==> config.mk <==
export PLATFORM = sky130hd
export DESIGN_NAME = xmem_stretch
export DESIGN_NICKNAME = d
export VERILOG_FILES = /design/src/hw/xmem_stretch_pkg.sv /design/src/hw/xmem_stretch.sv /design/src/hw/icycle_gen.sv /design/src/hw/sync3.sv
export VERILOG_INCLUDE_DIRS = /design/src /design/src/hw
export SDC_FILE = /design/constraint.sdc
export NUM_CORES = 1
export LEC_CHECK = 0
export ABC_AREA = 1
export BUFFER_PORTS_ARGS = -buffer_cell sky130_fd_sc_hd__buf_2
export CAP_MARGIN = 20
export CORE_MARGIN = 3
export CORE_UTILIZATION = 58
export DETAILED_ROUTE_END_ITERATION = 12
export PLACE_DENSITY_LB_ADDON = 0.12
export SYNTH_ARGS = -nofsm -noshare
export SYNTH_HDL_FRONTEND = slang
export SYNTH_SLANG_ARGS = --single-unit
==> constraint.sdc <==
create_clock -name clk_i -period 2.3 [get_ports clk_i]
set_input_delay 0.115 -clock clk_i [delete_from_list [all_inputs] [get_ports clk_i]]
set_output_delay 0.115 -clock clk_i [all_outputs]
set_load 0.005 [all_outputs]
==> src/hw/xmem_stretch_defs.svh <==
// constants for the core timing and external data move block
// assumes inclusion by bare name from design files
`ifndef XMEM_STRETCH_DEFS_SVH
`define XMEM_STRETCH_DEFS_SVH
// register byte addresses; control sits off the word grid, byte lane 0
`define ADR_CLK_STRETCH 8'h8E
`define ADR_DPTR0 8'h90
`define ADR_DPTR1 8'h94
`define ADR_DPSEL 8'h98
`define ADR_XCMD 8'h9C
`define ADR_XDATA 8'hA0
`define ADR_STATUS 8'hA4
`define ADR_TIMER 8'hA8
// clock and stretch control fields
`define CKS_MD_LSB 0
`define CKS_MD_MSB 2
`define CKS_T4_BIT 3
`define CKS_RESET 8'h01
// command register fields
`define XCMD_WR_BIT 0
`define XCMD_INC_BIT 1
// timing counts in system clocks
`define CLK_PER_ICYC 3'd4
`define TMR_DIV_SLOW 4'd12
`define TMR_DIV_FAST 4'd4
`define STROBE_MIN 5'd2
`endif

==> src/hw/xmem_stretch_pkg.sv <==
// types for the external data move block
// assumes nothing beyond the defs header
package xmem_stretch_pkg;
	typedef enum logic [3:0] {
		XM_IDLE = 4'b0001,
		XM_ADDR = 4'b0010,
		XM_STRB = 4'b0100,
		XM_TAIL = 4'b1000
	} xm_state_e;
endpackage

==> src/hw/xmem_stretch.sv <==
// core timing, dual data pointers and stretched external data moves
// assumes classic wishbone master on clk_i, synchronous active high reset
`timescale 1ns/10ps
`include "xmem_stretch_defs.svh"
module xmem_stretch (
	// clock and reset
	input wire logic clk_i,
	input wire logic rst_i,
	// wishbone slave
	input wire logic cyc_i,
	input wire logic stb_i,
	input wire logic we_i,
	input wire logic [7:0] adr_i,
	input wire logic [3:0] sel_i,
	input wire logic [31:0] dat_i,
	output logic [31:0] dat_o,
	output logic ack_o,
	// port mode strap, high selects memory bus
	input wire logic xmem_en_i,
	// low address/data port
	input wire logic [7:0] lad_i,
	output logic [7:0] lad_o,
	output logic [7:0] lad_oe_o,
	// high address port
	input wire logic [7:0] had_i,
	output logic [7:0] had_o,
	output logic [7:0] had_oe_o,
	// strobes and latch enable
	output logic rd_n_o,
	output logic wr_n_o,
	output logic ale_o
);
	logic [7:0] clock_and_stretch_control_q;
	logic [15:0] data_pointer_register_q [2];
	logic dpsel_q;
	logic [7:0] wdat_q, rdat_q;
	logic [7:0] gpio_lo_q, gpio_hi_q, gdir_lo_q, gdir_hi_q;
	logic [15:0] tmr_q;
	logic wr_q, busy_q;
	xmem_stretch_pkg::xm_state_e st_q;
	logic [5:0] cnt_q;
	logic [2:0] md;
	logic [4:0] strobe_len;
	logic [5:0] total_clk;
	logic icyc_end, tmr_tick, xmem_mode;
	logic [7:0] lad_s, had_s;
	logic acc, wr_acc, go;
	logic [31:0] rd_mux;

	////////////////////////////////////////////////////////////////////
	// leaf instances
	icycle_gen u_icyc (
		.clk_i(clk_i),
		.rst_i(rst_i),
		.fast_tmr_i(clock_and_stretch_control_q[`CKS_T4_BIT]),
		.icyc_end_o(icyc_end),
		.tmr_tick_o(tmr_tick)
	);
	sync3 #(.W(16)) u_sync (
		.clk_i(clk_i),
		.rst_i(rst_i),
		.d_i({had_i, lad_i}),
		.q_o({had_s, lad_s})
	);

	// strap sampled at reset release
	always_ff @(posedge clk_i) begin
		if (rst_i) begin
			xmem_mode <= xmem_en_i;
		end
	end

	////////////////////////////////////////////////////////////////////
	// bus decode
	assign acc = cyc_i && stb_i && !ack_o;
	assign wr_acc = acc && we_i && sel_i[0];
	assign go = wr_acc && adr_i == `ADR_XCMD && !busy_q && xmem_mode;
	assign md = clock_and_stretch_control_q[`CKS_MD_MSB:`CKS_MD_LSB];
	// strobe clocks from stretch code
	assign strobe_len = (md == 3'd0) ? `STROBE_MIN : {md, 2'b00};
	// total move length in clocks, code plus two cycles
	assign total_clk = {1'b0, ({2'b00, md} + 5'd2)} * 6'(`CLK_PER_ICYC);

	// single cycle ack
	always_ff @(posedge clk_i) begin
		if (rst_i) begin
			ack_o <= 1'b0;
		end else begin
			ack_o <= acc;
		end
	end

	// control register writes
	always_ff @(posedge clk_i) begin
		if (rst_i) begin
			clock_and_stretch_control_q <= `CKS_RESET;
			dpsel_q <= 1'b0;
			wdat_q <= 8'h00;
			gpio_lo_q <= 8'h00;
			gpio_hi_q <= 8'h00;
			gdir_lo_q <= 8'h00;
			gdir_hi_q <= 8'h00;
		end else if (wr_acc) begin
			unique case (adr_i)
				`ADR_CLK_STRETCH: clock_and_stretch_control_q <= dat_i[7:0];
				`ADR_DPSEL: dpsel_q <= dat_i[0];
				`ADR_XDATA: begin
					wdat_q <= dat_i[7:0];
					if (sel_i[1]) gpio_lo_q <= dat_i[15:8];
					if (sel_i[2]) gpio_hi_q <= dat_i[23:16];
				end
				`ADR_STATUS: begin
					gdir_lo_q <= dat_i[7:0];
					if (sel_i[1]) gdir_hi_q <= dat_i[15:8];
				end
				default: ;
			endcase
		end
	end

	// two pointers, pre increment as a move starts, before the address goes out
	always_ff @(posedge clk_i) begin
		if (rst_i) begin
			data_pointer_register_q[0] <= 16'h0000;
			data_pointer_register_q[1] <= 16'h0000;
		end else if (wr_acc && adr_i == `ADR_DPTR0 && sel_i[1:0] == 2'b11) begin
			data_pointer_register_q[0] <= dat_i[15:0];
		end else if (wr_acc && adr_i == `ADR_DPTR1 && sel_i[1:0] == 2'b11) begin
			data_pointer_register_q[1] <= dat_i[15:0];
		end else if (go && dat_i[`XCMD_INC_BIT]) begin
			data_pointer_register_q[dpsel_q] <= data_pointer_register_q[dpsel_q] + 16'h0001;
		end
	end

	// timer counts prescaled ticks
	always_ff @(posedge clk_i) begin
		if (rst_i) begin
			tmr_q <= 16'h0000;
		end else if (tmr_tick) begin
			tmr_q <= tmr_q + 16'h0001;
		end
	end

	////////////////////////////////////////////////////////////////////
	// external move sequencer
	always_ff @(posedge clk_i) begin
		if (rst_i) begin
			st_q <= xmem_stretch_pkg::XM_IDLE;
			cnt_q <= 6'd0;
			busy_q <= 1'b0;
			wr_q <= 1'b0;
		end else begin
			unique case (st_q)
				xmem_stretch_pkg::XM_IDLE: begin
					if (go) begin
						st_q <= xmem_stretch_pkg::XM_ADDR;
						wr_q <= dat_i[`XCMD_WR_BIT];
						busy_q <= 1'b1;
						cnt_q <= 6'd1;
					end
				end
				xmem_stretch_pkg::XM_ADDR: begin
					cnt_q <= cnt_q + 6'd1;
					if (cnt_q == 6'd2) begin
						st_q <= xmem_stretch_pkg::XM_STRB;
					end
				end
				xmem_stretch_pkg::XM_STRB: begin
					cnt_q <= cnt_q + 6'd1;
					if (cnt_q == 6'd2 + {1'b0, strobe_len}) begin
						st_q <= xmem_stretch_pkg::XM_TAIL;
					end
				end
				xmem_stretch_pkg::XM_TAIL: begin
					cnt_q <= cnt_q + 6'd1;
					if (cnt_q >= total_clk) begin
						st_q <= xmem_stretch_pkg::XM_IDLE;
						busy_q <= 1'b0;
					end
				end
			endcase
		end
	end

	// instruction cycles spent in the current move, for the length check
	logic [3:0] icnt_q;
	always_ff @(posedge clk_i) begin
		if (rst_i || go) begin
			icnt_q <= 4'd0;
		end else if (busy_q && icyc_end) begin
			icnt_q <= icnt_q + 4'd1;
		end
	end

	// read data caught four clocks after strobe end: by then the pin
	// samples of the last two strobe clocks have crossed the synchroniser
	always_ff @(posedge clk_i) begin
		if (rst_i) begin
			rdat_q <= 8'h00;
		end else if (st_q == xmem_stretch_pkg::XM_TAIL && !wr_q &&
			cnt_q == 6'd6 + {1'b0, strobe_len}) begin
			rdat_q <= lad_s;
		end
	end

	////////////////////////////////////////////////////////////////////
	// pin drivers, registered
	always_ff @(posedge clk_i) begin
		if (rst_i) begin
			lad_o <= 8'h00;
			lad_oe_o <= 8'h00;
			had_o <= 8'h00;
			had_oe_o <= 8'h00;
			rd_n_o <= 1'b1;
			wr_n_o <= 1'b1;
			ale_o <= 1'b0;
		end else if (xmem_mode) begin
			had_o <= data_pointer_register_q[dpsel_q][15:8];
			had_oe_o <= 8'hFF;
			ale_o <= (st_q == xmem_stretch_pkg::XM_ADDR);
			if (st_q == xmem_stretch_pkg::XM_ADDR) begin
				lad_o <= data_pointer_register_q[dpsel_q][7:0];
				lad_oe_o <= 8'hFF;
			end else begin
				lad_o <= wdat_q;
				lad_oe_o <= {8{wr_q && st_q != xmem_stretch_pkg::XM_IDLE}};
			end
			rd_n_o <= !(st_q == xmem_stretch_pkg::XM_STRB && !wr_q);
			wr_n_o <= !(st_q == xmem_stretch_pkg::XM_STRB && wr_q);
		end else begin
			lad_o <= gpio_lo_q;
			lad_oe_o <= gdir_lo_q;
			had_o <= gpio_hi_q;
			had_oe_o <= gdir_hi_q;
			rd_n_o <= 1'b1;
			wr_n_o <= 1'b1;
			ale_o <= 1'b0;
		end
	end

	// read mux
	always_comb begin
		rd_mux = 32'h0000_0000;
		unique case (adr_i)
			`ADR_CLK_STRETCH: rd_mux = {24'h00_0000, clock_and_stretch_control_q};
			`ADR_DPTR0: rd_mux = {16'h0000, data_pointer_register_q[0]};
			`ADR_DPTR1: rd_mux = {16'h0000, data_pointer_register_q[1]};
			`ADR_DPSEL: rd_mux = {24'h00_0000, 7'h00, dpsel_q};
			`ADR_XDATA: rd_mux = {had_s, lad_s, 8'h00, rdat_q};
			`ADR_STATUS: rd_mux = {8'h00, 6'h00, xmem_mode, busy_q, gdir_hi_q, gdir_lo_q};
			`ADR_TIMER: rd_mux = {16'h0000, tmr_q};
			default: rd_mux = 32'h0000_0000;
		endcase
	end
	always_ff @(posedge clk_i) begin
		if (rst_i) begin
			dat_o <= 32'h0000_0000;
		end else begin
			dat_o <= rd_mux;
		end
	end
endmodule

==> src/hw/icycle_gen.sv <==
// instruction cycle phase counter and timer tick generator
// assumes one system clock, synchronous reset
`timescale 1ns/10ps
`include "xmem_stretch_defs.svh"
module icycle_gen (
	// clock and reset
	input wire logic clk_i,
	input wire logic rst_i,
	// config
	input wire logic fast_tmr_i,
	// outputs
	output logic icyc_end_o,
	output logic tmr_tick_o
);
	logic [1:0] ph_q;
	logic [3:0] div_q;
	logic [3:0] lim;

	// four clock instruction cycle
	always_ff @(posedge clk_i) begin
		if (rst_i) begin
			ph_q <= 2'd0;
		end else begin
			ph_q <= ph_q + 2'd1;
		end
	end
	assign icyc_end_o = (ph_q == 2'd3);

	// timer prescale of 12 or 4 clocks
	assign lim = fast_tmr_i ? `TMR_DIV_FAST : `TMR_DIV_SLOW;
	always_ff @(posedge clk_i) begin
		if (rst_i || div_q >= lim - 4'd1) begin
			div_q <= 4'd0;
		end else begin
			div_q <= div_q + 4'd1;
		end
	end
	assign tmr_tick_o = !rst_i && (div_q >= lim - 4'd1);
endmodule

==> src/hw/sync3.sv <==
// three stage pin synchroniser with agreement filter
// assumes asynchronous input, one clock
`timescale 1ns/10ps
module sync3 #(
	parameter int W = 8
) (
	// clock and reset
	input wire logic clk_i,
	input wire logic rst_i,
	// data
	input wire logic [W-1:0] d_i,
	output logic [W-1:0] q_o
);
	logic [W-1:0] s1_q, s2_q, s3_q;

	// refuse an empty synchroniser
	if (W < 1) begin : g_w_check
		$error("sync3 width below one");
	end

	// shift chain; first stage read only by the second
	always_ff @(posedge clk_i) begin
		if (rst_i) begin
			s1_q <= '0;
			s2_q <= '0;
			s3_q <= '0;
			q_o <= '0;
		end else begin
			s1_q <= d_i;
			s2_q <= s1_q;
			s3_q <= s2_q;
			for (int i = 0; i < W; i++) begin
				if (s2_q[i] == s3_q[i]) begin
					q_o[i] <= s3_q[i];
				end
			end
		end
	end
endmodule

======== Word-level counts from Yosys, hierarchy flattened ========
Memories as Yosys holds them, arrays and structs flattened. A register that Yosys moved wholly into a read port is not among the register bits.
Index checks and enable logic that the tools add are counted.
storage, ports and cells
  flip-flop bits (word level) ............. 222
  bits in writable memories ............... 32
  bits of input ports ..................... 66
  output and inout bits ................... 68
  logic and storage cells ................. 174
  memories kept ........................... 1
operators by class
  $add $sub $neg .......................... 8
  $lt $le $gt $ge ......................... 2
  eq/ne operators ......................... 37
  muxes and demuxes ....................... 40
  bitwise gates (word level) .............. 3
  reductions and logical operators ........ 40
memories
  memory                   words  bits a word  read ports  clocked after memory_dff  write ports  line                RTL
  data_pointer_register_q  2      16           3           1                         2            xmem_stretch.sv:34  logic [15:0] data_pointer_register_q [2];
operators with widths
  operator                 number
  $pmux W32 S7             1
  $eq A8 B8 Y1 const B     8
  $mux W16                 3
  $mux W8                  6
  $add A16 B1 Y16 const B  2
  $mux W1                  20
  $mux W4                  5
  $logic_and A1 B1 Y1      18
  $eq A1 B1 Y1             16
  $pmux W4 S4              1
  $reduce_or A16 Y1        1
  $eq A6 B6 Y1             2
  $pmux W6 S2              1
  $reduce_and A3 Y1        4
  $reduce_and A2 Y1        5
  $ne A2 B2 Y1 const B     4
  $add A2 B5 Y6 const A    1
  $add A3 B5 Y6 const A    1
  $add A6 B1 Y6 const B    1
  $eq A6 B2 Y1 const B     1
  $ge A6 B6 Y1             1
  $logic_not A1 Y1         6
  $mux W6                  1
  $mux W5                  1
  other kinds (19)         20

======== Depth between registers and ports, before layout ========
  depth in word-level cells ............... 15
  depth in mapped cells ................... 13
  gate-level depth less buffers ........... 13

======== Modules after synthesis ========
From an unflattened synthesis, not the netlist that was laid out.
unflattened totals
  cell total of the unflattened synthesis .. 1,420
  area total of the unflattened synthesis .. 10,851.7 µm²
by module, submodules not included
  module        instances  cells an instance  area each (µm²)  sequential area each (µm²)
  xmem_stretch  1          1,176              8,678.3          4,073.9
  sync3         1          215                1,913.1          1,281.2
  icycle_gen    1          29                 260.2            120.1

======== Worst setup path after synthesis ========
OpenSTA, ideal clock, no wires.
  path kind ............................... register -> register
  start ................................... reg ack_o
  end ..................................... mem data_pointer_register_q[0][0], enable pin
  library setup time ...................... 0.372 ns
  data arrival time ....................... 1.634 ns
  data required time ...................... 1.928 ns
  setup slack ............................. 0.295 ns
  stages on the path, launching flop included .. 9
  buffers on the path ..................... 1
  period minus slack after synthesis ...... 2.005 ns
  cell sequence ........................... dfxtp_1 -> inv_1 -> nand3_1 -> nor2_1 -> nand3_1 -> nor2_1 -> nand3_2 -> buf_2 -> nand2_1
RTL lines
  element                 line                RTL
  start, declared         xmem_stretch.sv:17  output logic ack_o,
  start signal, assigned  xmem_stretch.sv:87  ack_o <= 1'b0;
  start signal, assigned  xmem_stretch.sv:89  ack_o <= acc;
  end, declared           xmem_stretch.sv:34

==> key figures <==
Cells and area
  • Layout cells sized above 1: 0.1644
  • Area delta synth->final: 20.49%
  • Nets: 1593
  • ANT cells: 0

Global routing
  • First-pass GRT wire length: 42.47 mm
  • Global Route Usage Sum: 0.2605
  • Antenna violations before repair: 0
  • Vias in the first global route: ~8600
  • Largest net degree at the start of global routing: 100
  • Gr ovfl total: 0

Clocking
  • CTS buffer count: 26
  • Clk slew on worst S/H paths: 60 ps
  • Root buf cell: clkbuf_16
  • H-tree depth: 1
  • CTS tree: yes
  • CTS max path bufs: 3
  • Clock Sinks: ~260
  • Worst-skew pair later-pin latency: 530 ps
  • Post-CTS Setup Repair Bufs: 0

Floorplanning
  • Core ar.: approximately 18000 um^2
  • Initial Util: 0.6034
  • Row count: 48
  • Die X: 141.3 um
  • Die area: 19970 um^2
  • Chip height: 141.3 um
  • Ports: 134

Logic synthesis
  • Post-Syn Instances: 1343
  • Area leader, netlist: dfxtp_1
  • Largest family of logic cells by synthesized area: simple AND/OR/NAND/NOR gates
  • Ys flop type: dfxtp_1
  • Compound-gate portion of the synthesized area: 0.1414
  • Post-synthesis cell type count: 44
  • Number of flops mapped to enable cells by yosys: 33
  • Syn_nets: 1421
  • Synth area leaders: dfxtp_1, edfxtp_1, nand2_1
  • Post-synthesis simple-gate area fraction: 0.2284
  • Ys async rst share: 0
  • Synth Area in Adders: 0.01414
  • Post-synthesis mux area share: 0
  • Avg Cell Area, Syn: between 7 and 8 um^2
  • Yosys warns: 0
  • Sequential element share of the synthesized area: 0.5119
  • Xor/xnor cell area share of the yosys netlist: 0.01320
  • Top-area cell type share of the netlist area: 0.4186
  • Post-Syn Area: about 11000 um^2
  • Synthesized flop and latch total: 255

Placed design
  • RePlAce Congestion: 0.9368
  • Input/output buffers: 124
  • DPL Wire Length: 18.74 mm

STA
  • Tcrit/Tclk final: 0.9305
  • F_max: about 470 MHz
  • Max transition margin: 0.3317
  • RSZ-0062 raised after global routing: false
  • Final Critical Period: 2140 ps
  • Final Max Tran Viols: 0
  • Worst Skew: 14.04 ps
  • Final setup violation count: 0
  • Slew at the pin with the worst max-slew slack: 1003 ps
  • Final hold vios: 0
  • Hold slack final: 37.54 ps
  • Setup TNS: 0 ps

Setup path
  • CP Launch Type: flip-flop
  • Critical path arrival: roughly 2400 ps
  • Setup crit end kind: flip-flop
  • Worst Setup Path Type: flip-flop to flip-flop
  • Critical Path RT: 2510 ps
  • Crit Path Max Fanout: 16

Status
  • Status: finished, final reports clean

Drt
  • Via density: approximately 5.3
  • Iter 0 DRT Violations: between 700 and 800
  • Routed len/inst: about 15 um
  • First-pass iteration count of the detailed router: 6
  • Final WL: 26.67 mm
  • DRC: 0
  • Vias: 9314
  • DRT antenna net count: 0

Power
  • Max rail drop VDD: around 0.8 mV
  • Pwr/cell area: 757.3 nW/um^2
  • Pleak: 5.626 nW

Worst hold path
  • Hold Crit Class: input pin to flip-flop

Run
  • Max-cap viol count: 0
[repair_timing]
item / in CTS / in global routing
hold endpoints to repair: 69 / 0
hold buffers: 43 / 0
gates resized for setup: 0 / 0
[through the flow]
step	setup WS, ps	instances	util	area (um^2)	power [W]
6_report	159.9	1758	0.7270	12790	0.009688
5_1_grt	20.32	1758	0.7270	12790	0.01002
4_1_cts	237.2	1758	0.7270	12790	0.009742
3_5_place_dp	244.7	1669	0.6539	11510	0.005568
3_3_place_gp	290.6	1669	0.6539	11510	0.005552
2_1_floorplan	294.8	1343	-	10620	0.005289
[state kept, by name (all words and copies together) (netlist names), 6 cells and up, named ones only]
| signal | flops |
|---|---|
| dat_o | 32 |
| data_pointer_register_q | 32 |
| tmr_q | 16 |
| u_sync.q_o | 16 |
| u_sync.s1_q | 16 |
| u_sync.s2_q | 16 |
| u_sync.s3_q | 16 |
| clock_and_stretch_control_q | 8 |
| gdir_hi_q | 8 |
| gdir_lo_q | 8 |
| gpio_hi_q | 8 |
| gpio_lo_q | 8 |
| had_o | 8 |
| had_oe_o | 8 |
| lad_o | 8 |
| lad_oe_o | 8 |
| rdat_q | 8 |
| wdat_q | 8 |
| cnt_q | 6 |
[power by group]
| part | leakage (nW) | switching (W) | total (W) | internal, W |
|---|---|---|---|---|
| logic | 3.05 | 0.000535 | 0.000829 | 0.000294 |
| clock network | 0.429 | 0.00172 | 0.00415 | 0.00243 |
| registers | 2.15 | 0.0000666 | 0.00471 | 0.00464 |
| total | 5.63 | 0.00232 | 0.00969 | 0.00737 |
[final cells by class]
cell class,count,area (um^2)
well taps,225,281.5
repair buffers,192,1254
clock buffers,35,757.0
fillers,1399,4803
flip-flops and latches,255,5435
inverters,199,749.5
multi-input cells,841,4217
clock inverters,11,100.1
[worst max-delay path: stages (launching register included)]
cell and delay [ps]:
dfxtp_1 300, inv_1 50, nand3_1 70, nor2_1 350, nand3_1 240, nor2_1 210
nand3_2 220, nand2_1 120, buf_4 260
[worst paths after layout]
| path | slack, ps | endpoint | start | cells after the start |
|---|---|---|---|---|
| min | 40 | gpio_hi_q[4]$_SDFFE_PP0P_ | sel_i[2] | 3 |
| max reg2reg | 160 | data_pointer_register_q[0][14]$_DFFE_PP_ | ack_o$_SDFF_PP0_ | 8 |
| max | 160 | data_pointer_register_q[0][14]$_DFFE_PP_ | ack_o$_SDFF_PP0_ | 8 |
| min reg2reg | 400 | u_sync.s2_q[7]$_SDFF_PP0_ | u_sync.s1_q[7]$_SDFF_PP0_ | 2 |
[cells in the final DEF, fill, tap and decap left out, types with 2 or more instances in the layout]
cell and instances:
clkbuf_1 4, buf_2 123, nand2_1 249, o21bai_1 8
dlygate4sd3_1 43, o21ai_1 11, buf_4 25, xnor2_1 4
o211ai_1 10, clkbuf_16 28, o21ai_0 88, nor3_2 4
inv_2 15, nor3b_1 3, inv_1 182, nand2_2 13
a21oi_1 127, xor2_1 12, a211oi_1 14, edfxtp_1 33
o22ai_1 9, nor2_1 141, nor2_2 7, clkbuf_8 3
nand3_2 2, nand3_1 48, dfxtp_1 222, nor3_1 30
nor4_1 2, nor2_4 8, inv_4 2, nand3_4 2
o21ai_2 3, nand3b_1 12, clkinv_4 2, nand4_1 13
ha_1 12, clkinv_2 6
[routing by layer]
layer | GRT usage | wire length (um)
met2 | 0.4209 | 12160
met4 | 0.08057 | 732
met3 | 0.05359 | 2126
met5 | 0 | 0
met1 | 0.3543 | 11650
[kinds of logic (layout without fill, tap and decap cells)]
group | after synthesis | after routing
buffers and inverters | 247 | 437
adders and majority gates | 12 | 12
xor gates and xnor gates | 16 | 16
AOI/OAI and AO/OA | 275 | 275
and+or+nand+nor | 538 | 538
DFF | 255 | 255
[cells in the mapped netlist, types with 13 or more instances]
library cell    n
nor3_1         30
nor2_1        141
edfxtp_1       33
clkbuf_1       30
nand2_1       249
nand4_1        13
inv_2          15
a21oi_1       127
buf_2          14
nand2_2        13
dfxtp_1       222
a211oi_1       14
nand3_1        48
inv_1         183
o21ai_0        88
Power figures use the tool's default switching activity.
